$ cat config.mk
export PLATFORM = sky130hd
export DESIGN_NAME = gtu_timer
export DESIGN_NICKNAME = d
export VERILOG_FILES = /design/src/gtu_pkg.sv /design/src/gtu_edge.sv /design/src/gtu_timer.sv
export VERILOG_INCLUDE_DIRS = /design/src
export SDC_FILE = /design/constraint.sdc
export NUM_CORES = 1
export LEC_CHECK = 0
export BUFFER_PORTS_ARGS = -buffer_cell sky130_fd_sc_hd__buf_2
export CORE_UTILIZATION = 35
export DETAILED_ROUTE_END_ITERATION = 10
export PLACE_DENSITY = 0.58
export SETUP_SLACK_MARGIN = 0.4
export SYNTH_ARGS = -nofsm -noshare
export SYNTH_HDL_FRONTEND = slang
export SYNTH_HIERARCHICAL = 1
export SYNTH_SLANG_ARGS = --single-unit
$ cat constraint.sdc
create_clock -name sys_clk -period 8.7 [get_ports sys_clk]
set_input_delay 1.305 -clock sys_clk [delete_from_list [all_inputs] [get_ports sys_clk]]
set_output_delay 1.305 -clock sys_clk [all_outputs]
set_load 0.005 [all_outputs]
$ cat src/gtu_map.svh
/*
 * Register offsets, field positions, reset values and synchroniser
 * counts of the general timer unit.
 * Assumes inclusion by bare name from the timer design files.
 */
`ifndef GTU_MAP_SVH
`define GTU_MAP_SVH

`define GTU_OFF_RELOAD 8'h00
`define GTU_OFF_CTRL 8'h04
`define GTU_OFF_IOCTL 8'h08
`define GTU_OFF_MODE 8'h0C
`define GTU_OFF_ISTAT 8'h10
`define GTU_OFF_IMASK 8'h14

`define GTU_CTRL_START 0
`define GTU_CTRL_ACTIVE 1
`define GTU_CTRL_EDGE 4
`define GTU_CTRL_UNDF 5
`define GTU_IOCTL_POL 0
`define GTU_IRQ_EDGE 0
`define GTU_IRQ_UNDF 1

`define GTU_RST_MODE 2'h0
`define GTU_RST_MASK 2'h0
`define GTU_RST_COUNT 16'h0000

`define GTU_START_LAST 2'h2
`define GTU_RELOAD_LAST 2'h2
`define GTU_EDGE_CLR_LAST 2'h1

`define GTU_RESP_OKAY 2'h0
`define GTU_RESP_SLVERR 2'h2

`endif

$ cat src/gtu_pkg.sv
/*
 * Types shared by the general timer unit.
 * Assumes compilation before every timer design file.
 */
package gtu_pkg;

    typedef enum logic [1:0] {
        GTU_TIMER = 2'h0,
        GTU_EVENT = 2'h1,
        GTU_PWIDTH = 2'h2,
        GTU_PPERIOD = 2'h3
    } gtu_mode_e;

    typedef struct packed {
        logic src_tick;
        logic pin_rise;
        logic pin_fall;
        logic pin_level;
    } gtu_edges_s;

    typedef struct packed {
        logic [3:0] strb;
        logic [31:0] data;
        logic [7:0] addr;
    } gtu_wr_s;

endpackage : gtu_pkg

$ cat src/gtu_edge.sv
/*
 * Edge finder for the count source and the measured pin.
 * Assumes both inputs are synchronous to sys_clk.
 */
`timescale 1ns/100ps

module gtu_edge (
    input wire logic sys_clk,
    input wire logic rst_n,
    input wire logic count_src,
    input wire logic event_pin,
    output gtu_pkg::gtu_edges_s edges
);

    logic src_q;
    logic pin_q;

    ////////////////////////////////////////////////////////////////////////
    // A count source cycle ends on each rising edge of the source.
    always_ff @(posedge sys_clk or negedge rst_n) begin
        if (!rst_n) begin
            src_q <= 1'b0;
            pin_q <= 1'b0;
        end else begin
            src_q <= count_src;
            pin_q <= event_pin;
        end
    end

    assign edges.src_tick = count_src && !src_q;
    assign edges.pin_rise = event_pin && !pin_q;
    assign edges.pin_fall = !event_pin && pin_q;
    assign edges.pin_level = event_pin;

endmodule : gtu_edge

$ cat src/gtu_timer.sv
/*
 * General timer unit with start and stop synchronisation, measurement
 * flags, paced counter writes and an AXI4-Lite register slave.
 * Assumes count_src and event_pin are synchronous to sys_clk and that
 * gtu_map.svh and gtu_pkg are available.
 */
// Implementation choices: register access over AXI4-Lite and the register offsets.
// Behaviour
// - Reset leaves timer stopped until software starts.
// - Active status rises two to three cycles late.
// - Counting begins on first edge after active.
// - Active status falls two to three cycles late.
// - Measurement flags clear on zero, ignore one.
// - Edge flag reads zero; internal lingers.
// - Edge during lingering keeps internal flag set.
// - Edge interrupt only on internal flag rising.
// - Counter write: direct stopped, delayed running.
`timescale 1ns/100ps
`include "gtu_map.svh"

module gtu_timer #(
    parameter int CW = 16
) (
    input wire logic sys_clk,
    input wire logic rst_n,
    input wire logic count_src,
    input wire logic event_pin,
    input wire logic [7:0] s_axi_awaddr,
    input wire logic s_axi_awvalid,
    output logic s_axi_awready,
    input wire logic [31:0] s_axi_wdata,
    input wire logic [3:0] s_axi_wstrb,
    input wire logic s_axi_wvalid,
    output logic s_axi_wready,
    output logic [1:0] s_axi_bresp,
    output logic s_axi_bvalid,
    input wire logic s_axi_bready,
    input wire logic [7:0] s_axi_araddr,
    input wire logic s_axi_arvalid,
    output logic s_axi_arready,
    output logic [31:0] s_axi_rdata,
    output logic [1:0] s_axi_rresp,
    output logic s_axi_rvalid,
    input wire logic s_axi_rready,
    output logic irq
);

    ////////////////////////////////////////////////////////////////////////
    // Byte-lane merge and address decode.
    function automatic logic [CW-1:0] merge(input logic [CW-1:0] old,
                                            input logic [31:0] data,
                                            input logic [3:0] strb);
        logic [CW-1:0] res;
        res = old;
        for (int i = 0; i < CW; i++) begin
            if (strb[i / 8]) begin
                res[i] = data[i];
            end
        end
        return res;
    endfunction : merge

    function automatic logic mapped(input logic [7:0] addr);
        return addr == `GTU_OFF_RELOAD || addr == `GTU_OFF_CTRL
            || addr == `GTU_OFF_IOCTL || addr == `GTU_OFF_MODE
            || addr == `GTU_OFF_ISTAT || addr == `GTU_OFF_IMASK;
    endfunction : mapped

    logic [1:0] rst_pipe;
    logic rst_ok_n;
    gtu_pkg::gtu_edges_s edges;
    gtu_pkg::gtu_wr_s wr;
    logic aw_full;
    logic w_full;
    logic wr_fire;
    logic ar_hs;
    logic [31:0] rd_mux;
    logic start_req;
    logic active;
    logic [1:0] start_cnt;
    gtu_pkg::gtu_mode_e mode;
    logic pol;
    logic [1:0] mask;
    logic [1:0] stat;
    logic [1:0] next_stat;
    logic [CW-1:0] counter;
    logic [CW-1:0] reload;
    logic wr_pend;
    logic [CW-1:0] wr_val;
    logic [1:0] wr_cnt;
    logic load_pend;
    logic edge_int;
    logic edge_clr_pend;
    logic [1:0] edge_clr_cnt;
    logic undf;
    logic meas;
    logic act_edge;
    logic step;
    logic undf_evt;
    logic edge_evt;
    logic wr_ctrl;
    logic wr_count;
    logic stopped;

    ////////////////////////////////////////////////////////////////////////
    // Reset release through two flip-flops.
    always_ff @(posedge sys_clk or negedge rst_n) begin
        if (!rst_n) begin
            rst_pipe <= 2'h0;
        end else begin
            rst_pipe <= {rst_pipe[0], 1'b1};
        end
    end
    assign rst_ok_n = rst_pipe[1];

    gtu_edge u_edge (
        .sys_clk(sys_clk),
        .rst_n(rst_ok_n),
        .count_src(count_src),
        .event_pin(event_pin),
        .edges(edges)
    );

    ////////////////////////////////////////////////////////////////////////
    // AXI4-Lite write side: address and data taken in either order.
    always_ff @(posedge sys_clk or negedge rst_ok_n) begin
        if (!rst_ok_n) begin
            s_axi_awready <= 1'b0;
            s_axi_wready <= 1'b0;
            aw_full <= 1'b0;
            w_full <= 1'b0;
            wr <= '0;
            s_axi_bvalid <= 1'b0;
            s_axi_bresp <= `GTU_RESP_OKAY;
        end else begin
            s_axi_awready <= s_axi_awvalid && !s_axi_awready && !aw_full && !s_axi_bvalid;
            s_axi_wready <= s_axi_wvalid && !s_axi_wready && !w_full && !s_axi_bvalid;
            if (s_axi_awvalid && s_axi_awready) begin
                aw_full <= 1'b1;
                wr.addr <= s_axi_awaddr;
            end else if (wr_fire) begin
                aw_full <= 1'b0;
            end
            if (s_axi_wvalid && s_axi_wready) begin
                w_full <= 1'b1;
                wr.data <= s_axi_wdata;
                wr.strb <= s_axi_wstrb;
            end else if (wr_fire) begin
                w_full <= 1'b0;
            end
            if (wr_fire) begin
                s_axi_bvalid <= 1'b1;
                s_axi_bresp <= mapped(wr.addr) ? `GTU_RESP_OKAY : `GTU_RESP_SLVERR;
            end else if (s_axi_bready) begin
                s_axi_bvalid <= 1'b0;
            end
        end
    end

    assign wr_fire = aw_full && w_full && !s_axi_bvalid;
    assign wr_ctrl = wr_fire && wr.addr == `GTU_OFF_CTRL && wr.strb[0];
    assign wr_count = wr_fire && wr.addr == `GTU_OFF_RELOAD;

    ////////////////////////////////////////////////////////////////////////
    // AXI4-Lite read side.
    always_comb begin
        rd_mux = 32'h0000_0000;
        unique case (s_axi_araddr)
            `GTU_OFF_RELOAD: rd_mux[CW-1:0] = counter;
            `GTU_OFF_CTRL: begin
                rd_mux[`GTU_CTRL_START] = start_req;
                rd_mux[`GTU_CTRL_ACTIVE] = active;
                rd_mux[`GTU_CTRL_EDGE] = edge_int && !edge_clr_pend;
                rd_mux[`GTU_CTRL_UNDF] = undf;
            end
            `GTU_OFF_IOCTL: rd_mux[`GTU_IOCTL_POL] = pol;
            `GTU_OFF_MODE: rd_mux[1:0] = mode;
            `GTU_OFF_ISTAT: rd_mux[1:0] = stat;
            `GTU_OFF_IMASK: rd_mux[1:0] = mask;
            default: rd_mux = 32'h0000_0000;
        endcase
    end

    assign ar_hs = s_axi_arvalid && s_axi_arready;

    always_ff @(posedge sys_clk or negedge rst_ok_n) begin
        if (!rst_ok_n) begin
            s_axi_arready <= 1'b0;
            s_axi_rvalid <= 1'b0;
            s_axi_rdata <= 32'h0000_0000;
            s_axi_rresp <= `GTU_RESP_OKAY;
        end else begin
            s_axi_arready <= s_axi_arvalid && !s_axi_arready && !s_axi_rvalid;
            if (ar_hs) begin
                s_axi_rvalid <= 1'b1;
                s_axi_rdata <= rd_mux;
                s_axi_rresp <= mapped(s_axi_araddr) ? `GTU_RESP_OKAY : `GTU_RESP_SLVERR;
            end else if (s_axi_rready) begin
                s_axi_rvalid <= 1'b0;
            end
        end
    end

    ////////////////////////////////////////////////////////////////////////
    // Mode, polarity and mask registers.
    always_ff @(posedge sys_clk or negedge rst_ok_n) begin
        if (!rst_ok_n) begin
            mode <= gtu_pkg::GTU_TIMER;
            pol <= 1'b0;
            mask <= `GTU_RST_MASK;
        end else if (wr_fire && wr.strb[0]) begin
            if (wr.addr == `GTU_OFF_MODE) begin
                mode <= gtu_pkg::gtu_mode_e'(wr.data[1:0]);
            end
            if (wr.addr == `GTU_OFF_IOCTL) begin
                pol <= wr.data[`GTU_IOCTL_POL];
            end
            if (wr.addr == `GTU_OFF_IMASK) begin
                mask <= wr.data[1:0];
            end
        end
    end

    ////////////////////////////////////////////////////////////////////////
    // Start and stop synchronisation on count source cycles.
    always_ff @(posedge sys_clk or negedge rst_ok_n) begin
        if (!rst_ok_n) begin
            start_req <= 1'b0;
            active <= 1'b0;
            start_cnt <= 2'h0;
        end else begin
            if (wr_ctrl) begin
                start_req <= wr.data[`GTU_CTRL_START];
            end
            if (start_req == active) begin
                start_cnt <= 2'h0;
            end else if (edges.src_tick) begin
                if (start_cnt == `GTU_START_LAST) begin
                    active <= start_req;
                    start_cnt <= 2'h0;
                end else begin
                    start_cnt <= start_cnt + 2'h1;
                end
            end
        end
    end

    ////////////////////////////////////////////////////////////////////////
    // Count step selection per mode.
    assign meas = mode == gtu_pkg::GTU_PWIDTH || mode == gtu_pkg::GTU_PPERIOD;
    assign act_edge = pol ? edges.pin_fall : edges.pin_rise;
    assign stopped = !start_req && !active;
    always_comb begin
        unique case (mode)
            gtu_pkg::GTU_EVENT: step = active && act_edge;
            gtu_pkg::GTU_PWIDTH: step = active && edges.src_tick && (edges.pin_level ^ pol);
            gtu_pkg::GTU_TIMER,
            gtu_pkg::GTU_PPERIOD: step = active && edges.src_tick;
        endcase
    end
    assign undf_evt = step && counter == '0;
    assign edge_evt = meas && active
        && (mode == gtu_pkg::GTU_PPERIOD ? act_edge : (pol ? edges.pin_rise : edges.pin_fall));

    ////////////////////////////////////////////////////////////////////////
    // Counter and reload register.
    always_ff @(posedge sys_clk or negedge rst_ok_n) begin
        if (!rst_ok_n) begin
            counter <= `GTU_RST_COUNT;
            reload <= `GTU_RST_COUNT;
            wr_pend <= 1'b0;
            wr_val <= `GTU_RST_COUNT;
            wr_cnt <= 2'h0;
            load_pend <= 1'b0;
        end else begin
            if (wr_count && stopped) begin
                reload <= merge(reload, wr.data, wr.strb);
                counter <= merge(reload, wr.data, wr.strb);
                wr_pend <= 1'b0;
                load_pend <= 1'b0;
            end else begin
                if (wr_count) begin
                    wr_pend <= 1'b1;
                    wr_val <= merge(reload, wr.data, wr.strb);
                    wr_cnt <= 2'h0;
                end else if (wr_pend && edges.src_tick) begin
                    if (wr_cnt == `GTU_RELOAD_LAST) begin
                        reload <= wr_val;
                        wr_pend <= 1'b0;
                        load_pend <= 1'b1;
                    end else begin
                        wr_cnt <= wr_cnt + 2'h1;
                    end
                end
                if (load_pend && edges.src_tick) begin
                    counter <= reload;
                    load_pend <= 1'b0;
                end else if (undf_evt) begin
                    counter <= reload;
                end else if (step) begin
                    counter <= counter - 1'b1;
                end
            end
        end
    end

    ////////////////////////////////////////////////////////////////////////
    // Edge-seen flag with its lingering internal signal.
    always_ff @(posedge sys_clk or negedge rst_ok_n) begin
        if (!rst_ok_n) begin
            edge_int <= 1'b0;
            edge_clr_pend <= 1'b0;
            edge_clr_cnt <= 2'h0;
        end else begin
            if (edge_evt) begin
                edge_int <= 1'b1;
                edge_clr_pend <= 1'b0;
            end else if (wr_ctrl && meas && !wr.data[`GTU_CTRL_EDGE]) begin
                edge_clr_pend <= edge_int;
                edge_clr_cnt <= 2'h0;
            end else if (edge_clr_pend && edges.src_tick) begin
                if (edge_clr_cnt == `GTU_EDGE_CLR_LAST) begin
                    edge_int <= 1'b0;
                    edge_clr_pend <= 1'b0;
                end else begin
                    edge_clr_cnt <= edge_clr_cnt + 2'h1;
                end
            end
        end
    end

    ////////////////////////////////////////////////////////////////////////
    // Underflow flag: a new underflow wins over a clear.
    always_ff @(posedge sys_clk or negedge rst_ok_n) begin
        if (!rst_ok_n) begin
            undf <= 1'b0;
        end else if (undf_evt) begin
            undf <= 1'b1;
        end else if (wr_ctrl && meas && !wr.data[`GTU_CTRL_UNDF]) begin
            undf <= 1'b0;
        end
    end

    ////////////////////////////////////////////////////////////////////////
    // Sticky interrupt status, cleared by a read, and masked output.
    always_comb begin
        next_stat = stat;
        if (ar_hs && s_axi_araddr == `GTU_OFF_ISTAT) begin
            next_stat = 2'h0;
        end
        if (edge_evt && !edge_int) begin
            next_stat[`GTU_IRQ_EDGE] = 1'b1;
        end
        if (undf_evt) begin
            next_stat[`GTU_IRQ_UNDF] = 1'b1;
        end
    end

    always_ff @(posedge sys_clk or negedge rst_ok_n) begin
        if (!rst_ok_n) begin
            stat <= 2'h0;
            irq <= 1'b0;
        end else begin
            stat <= next_stat;
            irq <= |(next_stat & mask);
        end
    end

endmodule : gtu_timer

After elaboration in Yosys (flattened, before gate mapping) --
Index checks and enable logic that the tools add are counted.
Cells by class: add/subtract/negate cells 4, reduce and logical (&&, ||, !) cells 101, multiplexer cells 71, eq/ne operators 22, bitwise logic cells 5
Operators by type and width (count):
- 2-to-1 mux 16 bit | 8
- 2-to-1 mux 1 bit | 45
- logical AND 1 bit | 37
- == test 8 x 4 -> 1 bit, second input constant | 4
- == test 8 x 5 -> 1 bit, second input constant | 4
- 2-to-1 mux 2 bit | 13
- nonzero test 2 bit | 12
- AND reduction 3 bit | 6
- nonzero test 3 bit | 6
- == test 8 x 3 -> 1 bit, second input constant | 2
- logical NOT 1 bit | 16
- logical NOT 16 bit | 1
- logical NOT 8 bit | 2
- subtractor 16 x 1 -> 16 bit, second input constant | 1
- AND reduction 2 bit | 6
- logical OR 1 bit | 11
- 2-to-1 mux 10 bit | 1
- == test 2 bit, second input constant | 4
- adder 2 x 1 -> 2 bit, second input constant | 3
- != test 2 bit, second input constant | 3
- case mux 1 bit (6 select lines) | 1
- case mux 1 bit (5 select lines) | 1
- == test 2 x 1 -> 1 bit, second input constant | 2
- case mux 2 bit (2 select lines) | 1
- 10 further kinds | 13
Word-level totals: output and inout bits 42, word-level logic and storage cells 237, register bits after elaboration 126, bits of input ports 61

Longest topological paths before layout --
Gate-level depths: netlist of run 1.
depth in word-level cells 9, gate-level depth with buffers 9

Hierarchy --
The synthesis of run 1 kept the hierarchy.
By module, submodules not included:
- gtu_timer | times used 1, cells an instance 554, area an instance 5969.5 um^2, seq. area each 3052.9 um^2
- gtu_edge | times used 1, cells an instance 6, area an instance 78.8 um^2, seq. area each 50.0 um^2

Worst setup path before layout of run 1 --
Ideal clock, no wire load.
kind input-to-reg, from input event_pin, to register counter[10], buffers on the path 1, arrival time 2.964 ns, data required time 8.558 ns, stages on the path 7, setup time 0.142 ns, path slack 5.594 ns, cell sequence and2b_2 -> mux2_2 -> a311oi_1 -> a21o_1 -> buf_6 -> mux2i_1 -> o221ai_1
Between the ends: cells in the longest elaborated chain, start to end 9, elaborated cells between the ends (all ways) 13, those cells by class 5 x mux; 1 x bitwise; 7 x reduce/logical
RTL lines:
- start, declared | RTL line gtu_timer.sv:27 | input wire logic event_pin,
- logical NOT 1 bit | RTL line gtu_edge.sv:32 | assign edges.pin_fall = !event_pin && pin_q;
- logical AND 1 bit | RTL line gtu_edge.sv:32
- 2-to-1 mux 1 bit | RTL line gtu_timer.sv:251 | assign act_edge = pol ? edges.pin_fall : edges.pin_rise;
- logical AND 1 bit | RTL line gtu_timer.sv:255 | gtu_pkg::GTU_EVENT: step = active && act_edge;
- case mux 1 bit (3 select lines) (*) | RTL line gtu_timer.sv:254 | unique case (mode)
- logical AND 1 bit | RTL line gtu_timer.sv:261 | assign undf_evt = step && counter == '0;
- 2-to-1 mux 16 bit | RTL line gtu_timer.sv:298 | end else if (undf_evt) begin
- 2-to-1 mux 16 bit | RTL line gtu_timer.sv:295 | if (load_pend && edges.src_tick) begin
- 2-to-1 mux 16 bit | RTL line gtu_timer.sv:276 | if (wr_count && stopped) begin
- end signal, assigned | RTL line gtu_timer.sv:278 | counter <= merge(reload, wr.data, wr.strb);
- end signal, assigned | RTL line gtu_timer.sv:296 | counter <= reload;
- end signal, assigned | RTL line gtu_timer.sv:299 | counter <= reload;
- end, declared | RTL line gtu_timer.sv:86 | logic [CW-1:0] counter;
Mark *: on every way between the ends. The rest lies on a longest branch, timed or not. A chain may end at the register's enable or synchronous reset.

==> impl_metrics.py, run 1 <==
metrics = {
    "synth": {
        "yosys_warnings": 6,
        "synthTopCellsByArea": "sky130_fd_sc_hd__dfrtp_1, sky130_fd_sc_hd__mux2_2, sky130_fd_sc_hd__mux2i_1, sky130_fd_sc_hd__a22o_1, sky130_fd_sc_hd__o21ai_0",
        "number_of_flops_mapped_to_enable_cells_by_yosys": 0,
        "flops_latches_synth": 124,
        "yosys.cell_count.top_type": "sky130_fd_sc_hd__dfrtp_1",
        "mean_cell_area_of_the_mapped_netlist_um2": 10.80,
        "postSynthCellCount": 560,
        "async_reset_ff_share_pct": 100.0,
        "post-synth-top-area-cell": "sky130_fd_sc_hd__dfrtp_1",
        "netlist_top_cells_count": "sky130_fd_sc_hd__dfrtp_1, sky130_fd_sc_hd__nand2_1, sky130_fd_sc_hd__o21ai_0",
        "synth-seq-area-share_pct": 51.30,
        "flip_flop_cell_with_the_highest_count_after_synthesis": "sky130_fd_sc_hd__dfrtp_1",
        "synth.lib_cells_used.distinct": 58,
        "mappedNetlistArea_um2": 6048,
        "synthDominantCellAreaShare_pct": 51.30,
    },
    "pwr": {
        "peakVddDrop_mv": 0.1800,
        "power_per_unit_of_standard_cell_area_nw_per_um2": 294.5,
        "leakage_nw": 3.477,
    },
    "setup_path": {
        "worst_r2r_endpoint": "counter[5]",
        "worst_r2r_path_depth": 8,
        "path_max_fanout": 16,
        "critical_path.reg2reg.startpoint": "u_edge/src_q",
        "worstSetupEndpointType": "flip-flop",
        "reg2reg_slack_ns": 5.77,
        "worst_setup_path_start_kind": "input pin",
        "crit_path_cell_trace": "buf_2 -> nor2b_1 -> nand2_1 -> inv_1 -> a311oi_1 -> buf_4 -> a21o_1 -> mux2_2 -> o211ai_2",
        "worstPathRequired_ns": 9.04,
        "critical-path-slowest-cell": "sky130_fd_sc_hd__nor2b_1",
        "highest_cell_delay_on_the_worst_timing_path_ns": 0.75,
        "timing.critical_path.arrival_ns": 3.91,
        "crit_type": "input pin to flip-flop",
    },
    "clock_tree": {
        "tritoncts_num_sinks": 124,
        "number_of_h_tree_branching_levels": 4,
        "tritoncts.num_buffers": 17,
        "number_of_setup_buffers_added_after_cts": 0,
        "cts_hold_buf": 0,
        "post_cts.resized_instances": 0,
        "cts.root.buffer_cell": "sky130_fd_sc_hd__clkbuf_16",
        "cts.clk_slew.worst_paths_ns": 0.06,
        "cts_tree": "yes",
        "clkLatencyLatePin_ns": 0.42,
        "cts.path.max_buffers": 2,
    },
    "worst_hold_path": {
        "class_of_the_tightest_hold_or_removal_check": "flip-flop to flip-flop",
        "whs_endpoint": "rst_pipe[1]",
        "worstHoldPathCells": 0,
        "launch_point_of_the_worst_hold_path": "rst_pipe[0]",
    },
    "detailed_routing": {
        "remaining_drc_errors": 0,
        "detailroute.via_count": 4495,
        "drt-wirelength-per-cell_um": 16.19,
        "antenna_left": 0,
        "drt-initial-drc-count": 294,
        "vias_per_cell": 5.257,
        "drt_pass1_iterations": 4,
        "totalWireLength_um": 13840,
    },
    "timing": {
        "finalWorstPathRequiredPeriod_ns": 3.563,
        "clock_skew_ns": 0.006883,
        "setup_viol_count_final": 0,
        "min_period_over_period_pct": 40.96,
        "report.final.hold_viol_count": 0,
        "max_freq_mhz": 280.7,
        "relative_slew_margins_pct": 18.70,
        "grt_setup_unrepaired": "no",
        "slew_violations": 0,
        "setup_total_negative_slack_ns": 0,
        "timing_worst_slew_pin_value_ns": 1.210,
    },
    "place": {
        "io_buffers": 66,
        "gp_routability_congestion": 0.8198,
        "detailed_place_hpwl_um": 9958,
    },
    "run_status": {
        "status": "completed",
    },
    "floorplan": {
        "start_util_pct": 36.22,
        "floorplan.io_pins": 103,
        "core_area_um2": 16700,
        "die_w_um": 133.5,
        "die_height_um": 133.5,
        "rows": 47,
        "die_area_um2": 17810,
    },
    "finish": {
        "areaGrowthSynthToFinish_pct": 17.63,
        "layout.core_utilization_pct": 42.60,
        "insertedDiodeCount": 0,
        "final.fill_count": 1607,
        "final_nets": 690,
        "drive_above_1_share_pct": 22.99,
    },
    "global_routing": {
        "groute.usage.overall_pct": 16.90,
        "grt-ovfl-total": 0,
        "number_of_antenna_violations_at_the_first_check_in_global_routing": 0,
        "via_count_of_the_first_global_routing_pass": 4457,
        "grt_start_max_net_pins": 71,
        "grt_pass1_wl_um": 23340,
    },
    "run": {
        "max_cap_viol_count": 0,
    },
}
[worst max-delay path by stage]
stage / slack (ns) / start / to
3_5_place_dp: 4.68 / count_src / counter[5]
3_3_place_gp: 4.78 / count_src / counter[5]
5_1_grt: 4.85 / count_src / counter[12]
2_1_floorplan: 4.99 / rst_pipe[1] / active
6_report: 5.14 / count_src / counter[5]
4_1_cts: 5.13 / count_src / counter[5]
[through the flow]
| step | setup WS (ns) | area (um^2) | instances | total power [W] | hold slack [ns] |
|---|---|---|---|---|---|
| after floorplan | 4.990 | 6112 | 577 | 0.001221 | 0.3312 |
| after global placement | 4.785 | 6506 | 823 | 0.001343 | 0.3398 |
| after detailed placement | 4.680 | 6506 | 823 | 0.001381 | 0.3397 |
| after CTS | 5.130 | 7114 | 855 | 0.002112 | 0.3526 |
| after global routing | 4.849 | 7114 | 855 | 0.002221 | 0.3533 |
| final | 5.137 | 7114 | 855 | 0.002095 | 0.3502 |
[layout by cell type, fill, tap and decap left out, drive strengths merged, types with 7 or more instances in the layout]
master / instances
nor4: 7
a22o: 26
o221ai: 9
ha: 7
conb: 19
clkinv: 8
clkbuf: 18
a21o: 12
inv: 19
nand2: 48
a21oi: 8
nor2: 28
nand3: 21
mux2: 35
dfrtp: 124
buf: 70
o21ai: 41
xor2: 7
mux2i: 31
[routing by layer]
metal  global-route usage [%]  wire (um)  share of wire, %
met5                        0          0                 0
met4                    8.081        210               1.5
met3                    3.881        596               4.3
met2                    23.90       6058                44
met1                    24.29       6979                50
[sequential cells by signal (all words and copies together) (netlist names), 2 cells and up]
register      cells
start_cnt         2
mask              2
wr               26
wr_cnt            2
mode              2
edge_clr_cnt      2
s_axi_rdata      16
rst_pipe          2
reload           16
counter          16
wr_val           16
stat              2
[worst max-delay path, delay by kind of cell]
| kind | cells | cell delay, ns |
|---|---|---|
| AO/OA/AOI/OAI | 3 | 0.59 |
| buffers and inverters | 3 | 0.44 |
| multiplexers | 1 | 0.38 |
| AND/OR/NAND/NOR | 2 | 1.18 |
[area by class of cell]
class	instances	area (um^2)	area share, %
inverter	18	67.56	0.9497
tap	220	275.3	3.869
timing repair buffer	70	360.3	5.065
clock inverter	14	168.9	2.374
clock buffer	18	439.2	6.173
sequential	124	3107	43.67
multi-input combinational	391	2696	37.90
[power breakdown]
| group | switching [W] | total [W] | leakage (nW) | internal, W |
|---|---|---|---|---|
| sequential | 0.000192 | 0.000914 | 1.61 | 0.000722 |
| combinational | 0.000225 | 0.000458 | 1.57 | 0.000233 |
| clock | 0.000266 | 0.000724 | 0.296 | 0.000458 |
| total | 0.000683 | 0.00210 | 3.48 | 0.00141 |
[cell families after synthesis]
family	count (synthesis)	synth area share (%)
fa+ha+maj	7	1.448
other cells	2	0.1242
mux	66	11.65
compound gates	133	15.56
simple gates	157	13.45
flops	124	51.30
xor+xnor	9	1.303
buf+inv	62	5.172
Power figures use the tool's default switching activity.
==> inputs of run 2 (changes only) <==
Clock period 8.7 ns to 3.5 ns, I/O delays scaled along.
==> run 2 against run 1 <==
Effect of this change: flip-flop and latch count unchanged; clock skew grew 0.0016 ns; clock power grew 130%; critical endpoint unchanged; highest routed layer unchanged.
==> impl_metrics.py, run 2 (synthesized netlist as in run 1, its figures left out) <==
metrics = {
    "run_status": {
        "status": "completed",
    },
    "finish": {
        "layout_commonest_cell": "sky130_fd_sc_hd__dfrtp_1",
        "areaGrowthSynthToFinish_pct": 17.63,
        "insertedDiodeCount": 0,
        "final_cell_mix": "sky130_fd_sc_hd__dfrtp_1, sky130_fd_sc_hd__buf_2, sky130_fd_sc_hd__nand2_1, sky130_fd_sc_hd__o21ai_0, sky130_fd_sc_hd__mux2_2",
        "drive_above_1_share_pct": 23.00,
        "final.fill_count": 1589,
        "cell_area_after_layout_um2": 7114,
        "layout.core_utilization_pct": 42.60,
        "multi_input_comb_area_um2": 2696,
        "final_nets": 694,
        "largest-register": "wr",
        "largest_register_ffs": 26,
        "ff_latch_area_um2": 3107,
    },
    "global_routing": {
        "grt_pass1_wl_um": 23390,
        "grt-ovfl-total": 0,
        "grt_start_max_net_pins": 57,
        "number_of_antenna_violations_at_the_first_check_in_global_routing": 0,
        "groute.usage.overall_pct": 16.84,
        "via_count_of_the_first_global_routing_pass": 4449,
    },
    "detailed_routing": {
        "remaining_drc_errors": 0,
        "vias_per_cell": 5.318,
        "totalWireLength_um": 13880,
        "antenna_left": 0,
        "detailroute.via_count": 4568,
        "drt-initial-drc-count": 317,
        "drt_pass1_iterations": 6,
        "drt-wirelength-per-cell_um": 16.16,
    },
    "clock_tree": {
        "clkLatencyLatePin_ns": 0.42,
        "tritoncts.num_buffers": 17,
        "cts.clk_slew.worst_paths_ns": 0.06,
        "tritoncts_num_sinks": 124,
        "number_of_setup_buffers_added_after_cts": 0,
        "number_of_h_tree_branching_levels": 4,
        "cts_tree": "yes",
        "cts.root.buffer_cell": "sky130_fd_sc_hd__clkbuf_16",
        "cts.path.max_buffers": 2,
    },
    "floorplan": {
        "die_area_um2": 17810,
        "floorplan.io_pins": 103,
        "die_height_um": 133.5,
        "core_area_um2": 16700,
        "start_util_pct": 36.22,
        "rows": 47,
        "die_w_um": 133.5,
    },
    "pwr": {
        "internal_power_component_w": 0.003424,
        "share_clk_of_total_power_pct": 33.0,
        "fraction_of_power_spent_switching_nets_pct": 32.65,
        "report.power.total_w": 0.005084,
        "peakVddDrop_mv": 0.4009,
        "share_of_power_burned_in_combinational_logic_pct": 22.4,
        "power_per_unit_of_standard_cell_area_nw_per_um2": 714.7,
        "power.share.sequential_pct": 44.6,
        "power.net_switching_w": 0.001660,
        "leakage_nw": 3.485,
    },
    "setup_path": {
        "crit_type": "flip-flop to flip-flop",
        "timing.critical_path.arrival_ns": 3.12,
        "path_max_fanout": 13,
        "worst_setup_path_start_kind": "flip-flop",
        "worstSetupEndpointType": "flip-flop",
        "worstPathRequired_ns": 3.84,
    },
    "timing": {
        "report.final.hold_viol_count": 0,
        "setup_viol_count_final": 0,
        "setup_total_negative_slack_ns": 0,
        "timing_worst_slew_pin_value_ns": 0.9331,
        "slew_violations": 0,
        "min_period_over_period_pct": 79.64,
        "max_freq_mhz": 358.7,
        "clock_skew_ns": 0.008514,
        "grt_setup_unrepaired": "no",
        "finalWorstPathRequiredPeriod_ns": 2.787,
        "relative_slew_margins_pct": 37.51,
    },
    "place": {
        "gp_routability_congestion": 0.7523,
        "placed_area_um2": 6529,
        "detailed_place_hpwl_um": 10070,
        "io_buffers": 66,
    },
    "worst_hold_path": {
        "class_of_the_tightest_hold_or_removal_check": "input pin to flip-flop",
    },
    "run": {
        "max_cap_viol_count": 0,
    },
}
-- run 2: changes by cell type in the layout (fill, tap and decap cells not counted), sizes merged --
cell,before,now
clkbuf,18,23
buf,70,73
bufinv,3,1
clkinv,8,7
clkinvlp,2,1
dlygate4sd3,0,1
inv,19,18
-- run 2: worst paths after layout --
kind	startpoint	end	slack (ns)	cells after the start
max	counter[13]	counter[5]	0.71	6
max reg2reg	counter[13]	counter[5]	0.71	6
min reg2reg	rst_pipe[0]	rst_pipe[1]	0.36	0
min in group asynchronous	rst_pipe[1]	wr[12]	0.38	0
max in group asynchronous	rst_pipe[1]	wr[20]	2.18	1
min	count_src	u_edge/src_q	0.22	1
-- run 2: per-layer routing --
metal  GRT usage [%]  wire length (um)  vias up
met5               0                 0        -
met4           6.376               163        0
met3           4.300               658       18
met2           24.45              6156      143
met1           24.01              6901     2243
li1                -                 -     2164
-- run 2: area by class of cell --
cell class,instances,area share [%]
multi-input cells,391,37.90
clock buffers,23,6.859
flip-flops and latches,124,43.67
clock inverters,9,1.231
well taps,220,3.869
repair buffers,74,5.522
inverters,18,0.9497
-- run 2: repair_timing --
item,in CTS,in global routing
endpoints found under the hold margin,2,0
hold buffers,1,0
endpoints found under the setup margin,0,0
gates resized for setup,0,0
-- run 2: critical path, stage by stage, from the launching register on --
cell and delay, ns:
sky130_fd_sc_hd__dfrtp_1 0.42, sky130_fd_sc_hd__or4_1 0.56, sky130_fd_sc_hd__or2_4 0.27, sky130_fd_sc_hd__or4_4 0.53
sky130_fd_sc_hd__a21o_1 0.41, sky130_fd_sc_hd__mux2_2 0.38, sky130_fd_sc_hd__o211ai_2 0.14
-- run 2: power groups by stage --
| stage | sequential (W) | combinational [W] | clock [W] |
|---|---|---|---|
| after floorplan | 0.00209 | 0.000949 | 0 |
| after global placement | 0.00226 | 0.00108 | 0 |
| after detailed placement | 0.00229 | 0.00113 | 0 |
| after CTS | 0.00227 | 0.00114 | 0.00172 |
| after global routing | 0.00233 | 0.00127 | 0.00179 |
| final | 0.00227 | 0.00114 | 0.00168 |
-- run 2: stage by stage --
step | setup WS, ns | hold slack [ns] | std cells
3_5_place_dp | 0.7176 | 0.3137 | 826
4_1_cts | 0.7116 | 0.2085 | 859
6_report | 0.7125 | 0.2218 | 859
5_1_grt | 0.5055 | 0.2196 | 859
3_3_place_gp | 0.7246 | 0.3112 | 826
2_1_floorplan | 1.079 | 0.2294 | 577
